--- src/snt_defs.svh ---
// register offsets, field positions, reset values and counts for the transmit engine
`ifndef SNT_DEFS_SVH
`define SNT_DEFS_SVH

// ----------------------------------------------------------------
// register offsets (word index on the plain register port)
// ----------------------------------------------------------------
`define SNT_OFS_MAIN_CONTROL   3'h0
`define SNT_OFS_TICK_PERIOD    3'h1
`define SNT_OFS_FRAME_PERIOD   3'h2
`define SNT_OFS_DATA_LOW       3'h3
`define SNT_OFS_DATA_HIGH      3'h4
`define SNT_OFS_LINK_STATUS    3'h5

// ----------------------------------------------------------------
// main_control fields and write mask; SNT_BIT_SYNC_SEND is in the link status word
// ----------------------------------------------------------------
`define SNT_BIT_MODULE_ENABLE  15
`define SNT_BIT_RECEIVE_SEL    11
`define SNT_BIT_TX_MODE_SEL    10
`define SNT_BIT_HW_CRC_SEL     8
`define SNT_BIT_PAUSE_ENABLE   7
`define SNT_NIB_CNT_HI         2
`define SNT_NIB_CNT_LO         0
`define SNT_CTL_WR_MASK        16'h8D87
`define SNT_BIT_SYNC_SEND      0

// ----------------------------------------------------------------
// reset values
// ----------------------------------------------------------------
`define SNT_RST_REG            16'h0000

// ----------------------------------------------------------------
// pulse timing in ticks, nibble count limits and crc constants
// ----------------------------------------------------------------
`define SNT_SYNC_TICKS         12'h038
`define SNT_NIB_BASE_TICKS     12'h00C
`define SNT_LOW_TICKS          12'h005
`define SNT_PAUSE_MIN_TICKS    12'h00C
`define SNT_FRAME_MAX_TICKS    12'h7FF
`define SNT_MAX_NIBBLES        3'h6
`define SNT_CRC_INDEX          3'h7
`define SNT_CRC_SEED           4'h5
`define SNT_CRC_POLY           4'hD

// ----------------------------------------------------------------
// receive sync window and nibble window in ticks
// ----------------------------------------------------------------
`define SNT_RX_SYNC_MIN        7'h37
`define SNT_RX_SYNC_MAX        7'h39
`define SNT_RX_NIB_MIN         7'h0C
`define SNT_RX_NIB_MAX         7'h1B
`define SNT_RX_CNT_MAX         7'h7F

`endif

--- src/snt_pkg.sv ---
// types shared by the transmit engine
package snt_pkg;

   typedef enum logic [1:0] {
      SNT_IDLE  = 2'b00,
      SNT_SYNC  = 2'b01,
      SNT_NIB   = 2'b10,
      SNT_PAUSE = 2'b11
   } snt_state_e;

   typedef struct packed {
      logic [15:0] ctl;
      logic [15:0] tick_per;
      logic [15:0] frame_per;
      logic [15:0] dat_lo;
      logic [15:0] dat_hi;
      logic [15:0] tick_cnt;
      snt_state_e  st;
      logic [2:0]  nib_idx;
      logic [11:0] pulse_cnt;
      logic [11:0] pulse_len;
      logic [11:0] frame_ticks;
      logic        busy;
      logic        tx_out;
      logic        tx_oe;
      logic        done;
      logic [15:0] rd_data;
      logic        rx_s1;
      logic        rx_s2;
      logic        rx_prev;
      logic [6:0]  rx_cnt;
      logic        rx_sync;
   } snt_state_s;

endpackage

--- src/snt_tx.sv ---
// single-wire nibble link transmit engine with register port
//
// Local design decisions: the register offsets and the plain strobed port.
`timescale 1ns/10ps
`include "snt_defs.svh"

module snt_tx
(
   input  wire logic        core_clk,
   input  wire logic        sys_rst,
   input  wire logic [2:0]  reg_addr,
   input  wire logic [15:0] reg_wdata,
   input  wire logic        reg_wr,
   input  wire logic        reg_rd,
   output logic      [15:0] reg_rdata,
   input  wire logic        sent_rx_in,
   output logic             sent_tx_out,
   output logic             sent_tx_oe,
   output logic             frame_done
);

   snt_pkg::snt_state_s s_r;
   snt_pkg::snt_state_s s_nxt;

   // ----------------------------------------------------------------
   // control decode
   // ----------------------------------------------------------------
   logic       en;
   logic       rx_mode;
   logic       sync_mode;
   logic       hw_crc;
   logic       pause_en;
   logic [2:0] nib_n;
   logic       tick;
   logic [31:0] dat;
   logic [3:0] crc_hw;
   logic [3:0] crc_nib;
   logic [11:0] frame_lim;
   logic [11:0] elapsed;
   logic [11:0] pause_len;
   logic       start_req;
   logic       pulse_end;
   logic [11:0] pc_next;
   logic       status_bit;

   assign en        = s_r.ctl[`SNT_BIT_MODULE_ENABLE];
   assign rx_mode   = s_r.ctl[`SNT_BIT_RECEIVE_SEL];
   assign sync_mode = s_r.ctl[`SNT_BIT_TX_MODE_SEL];
   assign hw_crc    = s_r.ctl[`SNT_BIT_HW_CRC_SEL];
   assign pause_en  = s_r.ctl[`SNT_BIT_PAUSE_ENABLE];
   // zero or out-of-range counts are clamped to the legal 1..6 range
   assign nib_n = (s_r.ctl[`SNT_NIB_CNT_HI:`SNT_NIB_CNT_LO] == 3'h0) ? 3'h1 :
                  (s_r.ctl[`SNT_NIB_CNT_HI:`SNT_NIB_CNT_LO] > `SNT_MAX_NIBBLES) ?
                  `SNT_MAX_NIBBLES : s_r.ctl[`SNT_NIB_CNT_HI:`SNT_NIB_CNT_LO];

   assign tick = (s_r.tick_cnt == s_r.tick_per);
   // status nibble on top, data nibbles below it, crc in the low nibble
   assign dat  = {s_r.dat_hi, s_r.dat_lo};

   // ----------------------------------------------------------------
   // crc over the data nibbles, then one zero nibble of augmentation
   // ----------------------------------------------------------------
   // shift-in form: the nibble enters the register, so the closing zero
   // nibble is the only augmentation and the seed is not shifted twice
   function automatic logic [3:0] crc_step(input logic [3:0] c, input logic [3:0] n);
      logic [3:0] r;
      r = c;
      for (int b = 3; b >= 0; b--)
      begin
         r = {r[2:0], n[b]} ^ (r[3] ? `SNT_CRC_POLY : 4'h0);
      end
      return r;
   endfunction

   always_comb
   begin
      logic [3:0] c;
      c = `SNT_CRC_SEED;
      for (int k = 1; k <= 6; k++)
      begin
         if (3'(k) <= nib_n)
         begin
            c = crc_step(c, dat[31-4*k -: 4]);
         end
      end
      crc_hw = crc_step(c, 4'h0);
   end

   assign crc_nib = hw_crc ? crc_hw : s_r.dat_lo[3:0];

   // ----------------------------------------------------------------
   // pause length
   // ----------------------------------------------------------------
   assign frame_lim = (s_r.frame_per > {4'h0, `SNT_FRAME_MAX_TICKS}) ?
                      `SNT_FRAME_MAX_TICKS : s_r.frame_per[11:0];
   assign elapsed   = s_r.frame_ticks + 12'h001;
   // pause is computed at the last tick of the crc pulse
   always_comb
   begin
      pause_len = `SNT_PAUSE_MIN_TICKS;
      if (!sync_mode && frame_lim > elapsed &&
          (frame_lim - elapsed) > `SNT_PAUSE_MIN_TICKS)
      begin
         pause_len = frame_lim - elapsed;
      end
   end

   assign pulse_end = tick && (s_r.pulse_cnt == s_r.pulse_len - 12'h001);
   assign pc_next   = s_r.pulse_cnt + 12'h001;

   // sync trigger only counts while transmit, enabled and idle
   assign start_req = reg_wr && reg_addr == `SNT_OFS_LINK_STATUS &&
                      reg_wdata[`SNT_BIT_SYNC_SEND] && !rx_mode &&
                      sync_mode && en && !s_r.busy;

   always_comb
   begin
      if (rx_mode)
      begin
         status_bit = s_r.rx_sync;
      end
      else if (!sync_mode)
      begin
         status_bit = en;
      end
      else
      begin
         status_bit = s_r.busy;
      end
   end

   // ----------------------------------------------------------------
   // next state
   // ----------------------------------------------------------------
   always_comb
   begin
      logic go;
      s_nxt = s_r;
      go    = 1'b0;
      s_nxt.done    = 1'b0;
      s_nxt.rd_data = 16'h0000;

      // register writes
      if (reg_wr)
      begin
         case (reg_addr)
            `SNT_OFS_MAIN_CONTROL: s_nxt.ctl = reg_wdata & `SNT_CTL_WR_MASK;
            `SNT_OFS_TICK_PERIOD:  s_nxt.tick_per = reg_wdata;
            `SNT_OFS_FRAME_PERIOD: s_nxt.frame_per = reg_wdata;
            `SNT_OFS_DATA_LOW:     s_nxt.dat_lo = reg_wdata;
            `SNT_OFS_DATA_HIGH:    s_nxt.dat_hi = reg_wdata;
            default:               s_nxt.ctl = s_r.ctl;
         endcase
      end

      // register reads, answer in the following cycle only
      if (reg_rd)
      begin
         case (reg_addr)
            `SNT_OFS_MAIN_CONTROL: s_nxt.rd_data = s_r.ctl;
            `SNT_OFS_TICK_PERIOD:  s_nxt.rd_data = s_r.tick_per;
            `SNT_OFS_FRAME_PERIOD: s_nxt.rd_data = s_r.frame_per;
            `SNT_OFS_DATA_LOW:     s_nxt.rd_data = s_r.dat_lo;
            `SNT_OFS_DATA_HIGH:    s_nxt.rd_data = s_r.dat_hi;
            `SNT_OFS_LINK_STATUS:  s_nxt.rd_data = {15'h0000, status_bit};
            default:               s_nxt.rd_data = 16'h0000;
         endcase
      end

      // tick divider runs whenever the module is enabled
      s_nxt.tick_cnt = (tick || !en) ? 16'h0000 : s_r.tick_cnt + 16'h0001;

      // receive side: sync detect on falling-edge spacing
      s_nxt.rx_s1   = sent_rx_in;
      s_nxt.rx_s2   = s_r.rx_s1;
      s_nxt.rx_prev = s_r.rx_s2;
      if (!en || !rx_mode)
      begin
         s_nxt.rx_cnt  = 7'h00;
         s_nxt.rx_sync = 1'b0;
      end
      else if (s_r.rx_prev && !s_r.rx_s2)
      begin
         if (s_r.rx_cnt >= `SNT_RX_SYNC_MIN && s_r.rx_cnt <= `SNT_RX_SYNC_MAX)
         begin
            s_nxt.rx_sync = 1'b1;
         end
         else if (s_r.rx_cnt < `SNT_RX_NIB_MIN || s_r.rx_cnt > `SNT_RX_NIB_MAX)
         begin
            s_nxt.rx_sync = 1'b0;
         end
         s_nxt.rx_cnt = 7'h00;
      end
      else if (tick)
      begin
         if (s_r.rx_cnt == `SNT_RX_CNT_MAX)
         begin
            s_nxt.rx_sync = 1'b0;
         end
         else
         begin
            s_nxt.rx_cnt = s_r.rx_cnt + 7'h01;
         end
      end

      // transmit sequencer
      if (!en || rx_mode)
      begin
         s_nxt.st        = snt_pkg::SNT_IDLE;
         s_nxt.busy      = 1'b0;
         s_nxt.pulse_cnt = 12'h000;
      end
      else
      begin
         case (s_r.st)
            snt_pkg::SNT_IDLE:
            begin
               go = !sync_mode || start_req;
            end
            snt_pkg::SNT_SYNC, snt_pkg::SNT_NIB, snt_pkg::SNT_PAUSE:
            begin
               if (tick)
               begin
                  s_nxt.pulse_cnt   = pc_next;
                  s_nxt.frame_ticks = s_r.frame_ticks + 12'h001;
               end
               if (pulse_end)
               begin
                  s_nxt.pulse_cnt = 12'h000;
                  if (s_r.st == snt_pkg::SNT_SYNC)
                  begin
                     s_nxt.st        = snt_pkg::SNT_NIB;
                     s_nxt.nib_idx   = 3'h0;
                     s_nxt.pulse_len = `SNT_NIB_BASE_TICKS + {8'h00, dat[31:28]};
                  end
                  else if (s_r.st == snt_pkg::SNT_NIB && s_r.nib_idx < nib_n)
                  begin
                     s_nxt.nib_idx   = s_r.nib_idx + 3'h1;
                     s_nxt.pulse_len = `SNT_NIB_BASE_TICKS +
                                       {8'h00, dat[27 - 4*s_r.nib_idx -: 4]};
                  end
                  else if (s_r.st == snt_pkg::SNT_NIB && s_r.nib_idx == nib_n)
                  begin
                     s_nxt.nib_idx   = `SNT_CRC_INDEX;
                     s_nxt.pulse_len = `SNT_NIB_BASE_TICKS + {8'h00, crc_nib};
                  end
                  else if (s_r.st == snt_pkg::SNT_NIB && pause_en)
                  begin
                     s_nxt.st        = snt_pkg::SNT_PAUSE;
                     s_nxt.pulse_len = pause_len;
                  end
                  else
                  begin
                     s_nxt.done = 1'b1;
                     s_nxt.busy = 1'b0;
                     s_nxt.st   = snt_pkg::SNT_IDLE;
                     go         = !sync_mode;
                  end
               end
            end
            default:
            begin
               s_nxt.st = snt_pkg::SNT_IDLE;
            end
         endcase
      end

      if (go)
      begin
         s_nxt.st          = snt_pkg::SNT_SYNC;
         s_nxt.busy        = 1'b1;
         s_nxt.pulse_cnt   = 12'h000;
         s_nxt.pulse_len   = `SNT_SYNC_TICKS;
         s_nxt.frame_ticks = 12'h000;
         s_nxt.tick_cnt    = 16'h0000;
      end

      // pin: low for the first ticks of each pulse, idle high
      s_nxt.tx_oe  = en && !rx_mode;
      s_nxt.tx_out = (s_nxt.st == snt_pkg::SNT_IDLE) ||
                     (s_nxt.pulse_cnt >= `SNT_LOW_TICKS);
   end

   // ----------------------------------------------------------------
   // state register
   // ----------------------------------------------------------------
   always_ff @(posedge core_clk or posedge sys_rst)
   begin
      if (sys_rst)
      begin
         s_r           <= '0;
         s_r.ctl       <= `SNT_RST_REG;
         s_r.tx_out    <= 1'b1;
         s_r.rx_s1     <= 1'b1;
         s_r.rx_s2     <= 1'b1;
         s_r.rx_prev   <= 1'b1;
         s_r.pulse_len <= `SNT_SYNC_TICKS;
      end
      else
      begin
         s_r <= s_nxt;
      end
   end

   assign reg_rdata   = s_r.rd_data;
   assign sent_tx_out = s_r.tx_out;
   assign sent_tx_oe  = s_r.tx_oe;
   assign frame_done  = s_r.done;

endmodule

--- config.mk ---
export PLATFORM = sky130hd
export DESIGN_NAME = snt_tx
export DESIGN_NICKNAME = d
export VERILOG_FILES = /design/src/snt_pkg.sv /design/src/snt_tx.sv
export VERILOG_INCLUDE_DIRS = /design/src /design/src/src
export SDC_FILE = /design/constraint.sdc
export NUM_CORES = 1
export LEC_CHECK = 0
export BUFFER_PORTS_ARGS = -buffer_cell sky130_fd_sc_hd__buf_2
export CORE_MARGIN = 3
export CORE_UTILIZATION = 30
export CTS_BUF_LIST = sky130_fd_sc_hd__clkbuf_4
export DETAILED_ROUTE_END_ITERATION = 8
export PLACE_DENSITY = 0.44
export SYNTH_ARGS = -nofsm -noshare
export SYNTH_HDL_FRONTEND = slang
export SYNTH_SLANG_ARGS = --single-unit
--- constraint.sdc ---
create_clock -name core_clk -period 6.8 [get_ports core_clk]
set_clock_uncertainty 0.15 [all_clocks]
set_input_delay 0.68 -clock core_clk [delete_from_list [all_inputs] [get_ports core_clk]]
set_output_delay 0.68 -clock core_clk [all_outputs]
set_load 0.01 [all_outputs]
==> results.py, run 1 <==
metrics = {
    "setup_path": {
        "crit_buf_inv": 0,
        "critical-path-top-delay-family": "XOR/XNOR gates",
        "critPathMaxStageDelay_ps": 660,
        "cp.arrival_ps": 5510,
        "reg2reg_depth": 17,
        "crit_type": "reg -> reg",
        "path_depth": 17,
        "cp_slowest_cell": "dfrtp_1",
        "required_ps": 7180,
        "crit_chain": "xor3_1, nand2_1, xor2_1, xnor3_1, a21oi_1, a211o_1, xor2_2, xnor3_1, nor2_1, mux2i_1, xnor2_1, xnor3_1, mux2i_1, ha_1, a211oi_1, o31ai_1, a21oi_1",
        "timing.critical_path.from_type": "flip-flop",
        "cp_max_fo": 15,
        "crit_path_end_kind": "flip-flop",
        "cp_common_cell": "xnor3_1",
    },
    "die": {
        "die_y_um": 191,
        "dieArea_mm2": 0.0366,
        "start_util": 0.306,
        "row_count": 67,
        "die_w_um": 191,
        "ioPinCount": 43,
        "coreArea_mm2": 0.0337,
    },
    "outcome": {
        "status": "finished, final reports clean",
    },
    "power_and_ir_drop": {
        "p_sw_uw": 1450,
        "p_per_area_mw_per_mm2": 339,
        "p_comb_frac": 0.477,
        "leakagePower_uw": 0.00460,
        "share_seq_of_total_power": 0.331,
        "internal_power_uw": 2340,
        "swShare": 0.383,
        "vdd_ir_drop_max_mv": 0.178,
        "pwr-share-clk": 0.191,
    },
    "routing": {
        "dr.pass1.iters": 4,
        "drt_iter0_markers": 553,
        "totalWireLength_um": 29200,
        "wl_per_cell_um": 19.3,
        "routed-wl-met2_um": 13400,
        "met3_length_um": 1190,
        "antenna_left": 0,
        "met1Wirelength_um": 14400,
        "top_layer": "met4",
        "vias_per_cell": 5.07,
        "vias": 7669,
        "drc_errors": 0,
    },
    "grt": {
        "grt_usage": 0.164,
        "grt_pass1_wl_um": 46100,
        "grt_overflow_total": 0,
        "antenna_found_initial": 1,
        "grt_pass1_vias": 7562,
        "grt_max_degree": 93,
    },
    "synthesis": {
        "synthTopCellsByArea": "dfrtp_1 37%, mux2_2 8.0%, xnor2_1 5.2%, nor2_1 4.7%, xor2_1 4.6%",
        "yosysSeqAreaShare": 0.390,
        "synth.distinct_cells": 78,
        "netlist.area_leader.share": 0.372,
        "synth_edf_count": 0,
        "syn-cell-area_mm2": 0.0103,
        "avgSynthCellArea_um2": 9.80,
        "synth-seq-cells": 160,
        "synthArstFlopShare": 1.00,
        "ys_warn_count": 0,
        "yosys.area.top_type": "dfrtp_1",
        "synth_top_flop_cell": "dfrtp_1",
        "syn_nets": 1101,
        "synth_cells": 1051,
    },
    "min_path": {
        "hp-class": "in -> async",
    },
    "final_layout": {
        "layout.nets": 1102,
        "fillers": 3532,
        "design_area_mm2": 0.0112,
        "area_growth_pct": 8.38,
        "drive_above_1_share": 0.178,
    },
    "placement": {
        "port_buffers": 42,
        "place_ws_ps": 1690,
        "gp_congestion": 0.853,
        "placement.cell_area_mm2": 0.0108,
        "dp_hpwl_um": 21700,
    },
    "clock_network": {
        "cts_buffers": 17,
        "clockBufferDepth": 2,
        "cts_setup_buffers": 0,
        "cts_tree": "built",
        "htreeDepth": 4,
        "cts_sinks": 160,
        "clock_latency_ps": 590,
        "clkSlewWorstSetupHoldPaths_ps": 150,
        "root_buffer": "clkbuf_4",
    },
    "timing": {
        "min_period_ps": 5130,
        "rsz0062_at_grt": "false",
        "fin_ws_ps": 1670,
        "max-slew-margin-rel": 0.360,
        "setup_tns_ps": 0,
        "finalSetupViolations": 0,
        "finalHoldViolations": 0,
        "fmax_ghz": 0.195,
        "maxSlewViolCount": 0,
        "tightest_slew_ps": 953,
        "fin_crit_sh": 0.754,
    },
    "run": {
        "maxCapViolCount": 0,
    },
}
metrics by stage:
step | power [uW] | utilization | hold WS [ps] | std cells
finish | 3790 | 0.331 | 86.1 | 1514
global route | 4050 | 0.331 | 127 | 1514
CTS | 3850 | 0.331 | 104 | 1513
detailed placement | 3100 | 0.320 | 198 | 1480
global placement | 3110 | 0.320 | 196 | 1480
floorplan | 2700 | - | 195 | 1051
worst reg2reg max path, cell delays in order, from the launching register on:
cell	delay, ps
dfrtp_1	660
xor3_1	540
nand2_1	100
xor2_1	400
xnor3_1	330
a21oi_1	170
a211o_1	170
xor2_2	270
xnor3_1	360
nor2_1	170
mux2i_1	240
xnor2_1	190
xnor3_1	450
mux2i_1	180
ha_1	260
a211oi_1	200
o31ai_1	100
a21oi_1	150
placed cells by master (no fill, tap or decap), types with 19 or more instances in the layout:
cell type	count
nand3_1	31
mux2_2	73
mux2i_1	19
dfrtp_1	153
nor3_1	24
nor2_1	129
a21oi_1	42
o21ai_0	30
inv_1	32
clkbuf_4	21
buf_2	42
xor2_1	54
ha_1	25
nand2_1	66
xnor2_1	61
Yosys cell counts, types with 5 or more instances:
library cell	n
mux2i_1	19
ha_1	25
o22ai_1	9
nor4_1	8
a31oi_1	5
and3_1	11
nand3_1	31
buf_1	5
nand4_1	11
a22o_1	8
or3_1	15
inv_1	33
xnor2_1	61
o21ai_0	30
or2_2	5
nand3b_1	5
mux2_2	73
buf_4	16
dfrtp_1	153
xnor3_1	10
clkbuf_1	42
nand2_1	66
a22oi_1	17
xor2_1	54
dfstp_2	7
a221oi_1	13
mux4_2	8
nor3_1	24
nor2_1	129
nor2b_1	15
nand2b_1	10
a21oi_1	42
and2_1	9
power groups by stage:
stage / clock network (uW) / registers (uW) / logic [uW]
floorplan: 0 / 1170 / 1530
global placement: 0 / 1270 / 1840
finish: 725 / 1250 / 1810
detailed placement: 0 / 1270 / 1820
CTS: 755 / 1250 / 1840
global route: 792 / 1270 / 1990
cells by family (layout without fill, tap and decap cells):
kind of cell,Yosys count,in the layout,synth area share
compound gates,172,172,0.112
other cells,1,2,0.000364
simple gates,358,358,0.170
buf+inv,102,116,0.0454
xor+xnor,131,131,0.132
mux,101,101,0.118
flops,160,160,0.390
fa+ha+maj,26,26,0.0323
layer usage:
metal | vias up | global-route usage
met5 | - | 0
met4 | 0 | 0.0344
met3 | 17 | 0.0231
met2 | 152 | 0.254
met1 | 3815 | 0.243
li1 | 3685 | -
registers in the layout, summed over array words and instances (netlist names), 2 cells and up:
name,cells
s_r,103
dat,32
reg_rdata,16
s_nxt,2
final timing paths:
check | start | end | slack (ps)
max | dat[25] | s_r[46] | 1670
min | sys_rst | reg_rdata[0] | 90
max reg2reg | dat[25] | s_r[46] | 1670
min reg2reg | s_nxt[9] | s_nxt[8] | 220
max in group asynchronous | sys_rst | s_r[134] | 4960
min in group core_clk | reg_rd | reg_rdata[15] | 170
layout make-up:
class / instances / area [um^2] / share of cell area
Sequential cell: 160 / 4010 / 0.359
Timing Repair Buffer: 50 / 273 / 0.0244
Inverter: 34 / 133 / 0.0119
Multi-Input combinational cell: 789 / 5820 / 0.521
Clock buffer: 21 / 158 / 0.0141
Antenna cell: 1 / 2.50 / 0.000224
Tap cell: 448 / 561 / 0.0502
Clock inverter: 11 / 205 / 0.0184
repair_timing:
item | in CTS | in global routing
gates resized for setup | 0 | 0
hold buffers | 1 | 0
setup endpoints to repair | 0 | 0
endpoints found under the hold margin | 1 | 0
(Power assumes the default switching activity.)
==> run 2: changes to the inputs <==
PLACE_DENSITY = 0.45   (was 0.44)
clock period = 4.2 ns   (was 6.8 ns; I/O delays follow)
==> results.py, run 2 (synthesis results as in run 1) <==
metrics = {
    "outcome": {
        "status": "finished, violations left",
        "failed_checks": "negative setup slack",
    },
    "die": {
        "coreArea_mm2": 0.0337,
        "ioPinCount": 43,
        "dieArea_mm2": 0.0366,
        "die_y_um": 191,
        "start_util": 0.306,
        "die_w_um": 191,
        "row_count": 67,
    },
    "clock_network": {
        "htreeDepth": 4,
        "cts_buffers": 17,
        "cts_sinks": 160,
        "cts_tree": "built",
        "clkSlewWorstSetupHoldPaths_ps": 150,
        "root_buffer": "clkbuf_4",
        "clockBufferDepth": 2,
        "clock_latency_ps": 570,
    },
    "final_layout": {
        "largest_reg_flops": 103,
        "final_cell_mix": "152 x dfrtp_1, 127 x nor2_1, 109 x buf_4",
        "design_area_mm2": 0.0123,
        "regMostFlops": "s_r",
        "layout_commonest_cell": "dfrtp_1",
        "fin_util": 0.365,
        "layout.nets": 1221,
        "drive_above_1_share": 0.280,
        "area_growth_pct": 19.3,
    },
    "timing": {
        "min_period_ps": 4550,
        "tightest_slew_ps": 911,
        "max-slew-margin-rel": 0.391,
        "finalHoldViolations": 0,
        "fmax_ghz": 0.220,
        "setup_tns_ps": -2270,
        "finalSetupViolations": 10,
        "maxSlewViolCount": 0,
        "rsz0062_at_grt": "true",
        "whs_ps": 57.3,
        "fin_ws_ps": -353,
        "fin_crit_sh": 1.08,
    },
    "setup_path": {
        "cp_max_fo": 3,
        "required_ps": 4560,
        "reg2reg_depth": 17,
        "crit_type": "reg -> reg",
        "crit_path_end_kind": "flip-flop",
        "startpoint": "dat[20]",
        "reg2reg_to": "s_r[46]",
        "cp.arrival_ps": 4910,
        "cp-endpoint": "s_r[46]",
        "reg2reg_slack_ps": -350,
        "rr_startpoint": "dat[20]",
        "timing.critical_path.from_type": "flip-flop",
    },
    "routing": {
        "vias_per_cell": 4.96,
        "totalWireLength_um": 30100,
        "wl_per_cell_um": 18.4,
        "drc_errors": 0,
        "drt_iter0_markers": 440,
        "antenna_left": 0,
        "vias": 8101,
        "dr.pass1.iters": 5,
    },
    "placement": {
        "port_buffers": 42,
        "place_ws_ps": -476,
        "gp_congestion": 0.807,
        "dp_hpwl_um": 22800,
        "placement.cell_area_mm2": 0.0116,
    },
    "grt": {
        "grt_max_degree": 74,
        "grt_pass1_vias": 7910,
        "grt_overflow_total": 0,
        "grt_usage": 0.167,
        "grt_pass1_wl_um": 46800,
        "antenna_found_initial": 1,
    },
    "min_path": {
        "min_path_cells": 3,
        "hp-class": "in -> reg",
    },
    "power_and_ir_drop": {
        "leakagePower_uw": 0.00520,
        "vdd_ir_drop_max_mv": 0.395,
        "p_per_area_mw_per_mm2": 577,
    },
    "run": {
        "maxCapViolCount": 0,
    },
}
-- run 2: worst min-delay path by stage --
stage	from	to
2_1_floorplan	s_nxt[9]	s_nxt[8]
3_3_place_gp	s_nxt[9]	s_nxt[8]
3_5_place_dp	s_nxt[9]	s_nxt[8]
4_1_cts	reg_wdata[1]	s_r[153]
5_1_grt	reg_wdata[1]	s_r[153]
6_report	reg_wdata[1]	s_r[153]
-- run 2: area by class of cell --
cell class                      instances  area (um^2)
Clock buffer                           17          128
Fill cell                            3479        21400
Multi-Input combinational cell        789         6070
Inverter                               34          131
Timing Repair Buffer                  169         1230
Antenna cell                            2         5.00
Sequential cell                       160         4010
Tap cell                              448          561
Clock inverter                         15          158
-- run 2: what timing repair did --
action / 4_1_cts / 5_1_grt
hold buffers: 16 / 0
endpoints found under the setup margin: 12 / 12
pin swaps: 25 / 19
resized for setup: 18 / 18
endpoints found under the hold margin: 78 / 0
setup buffers: 8 / 5
-- run 2: metal layers --
| metal | up-vias | global-route usage | part of all wire |
|---|---|---|---|
| met2 | 110 | 0.265 | 0.46 |
| met3 | 17 | 0.0222 | 0.027 |
| met1 | 4046 | 0.244 | 0.50 |
| met5 | - | 0 | 0 |
| li1 | 3928 | - | - |
| met4 | 0 | 0.0319 | 0.010 |
-- run 2: where the power goes --
part | leakage, uW | switching, uW | total (uW) | internal (uW)
Clock | 0.000159 | 623 | 986 | 363
Sequential | 0.00206 | 264 | 1990 | 1730
Combinational | 0.00298 | 1790 | 4120 | 2330
Total | 0.00520 | 2680 | 7100 | 4410
-- run 2: stage by stage --
| stage | power, uW | cells |
|---|---|---|
| after CTS | 6980 | 1628 |
| after detailed placement | 5710 | 1572 |
| after global placement | 5710 | 1572 |
| after floorplan | 4370 | 1051 |
| final | 7100 | 1634 |
| after global routing | 7580 | 1634 |
-- run 2: critical path, cell delays in order (launching register included) --
cell	delay (ps)
dfrtp_1	380
xor3_1	450
or3_4	360
nand4_1	90
or3b_4	410
xor2_4	210
xnor2_2	150
mux2i_2	310
xnor2_2	160
xnor3_1	380
xnor2_1	140
nor2_1	100
xnor3_1	390
mux2i_1	160
ha_1	260
a211oi_2	180
o31ai_1	90
a21oi_1	130
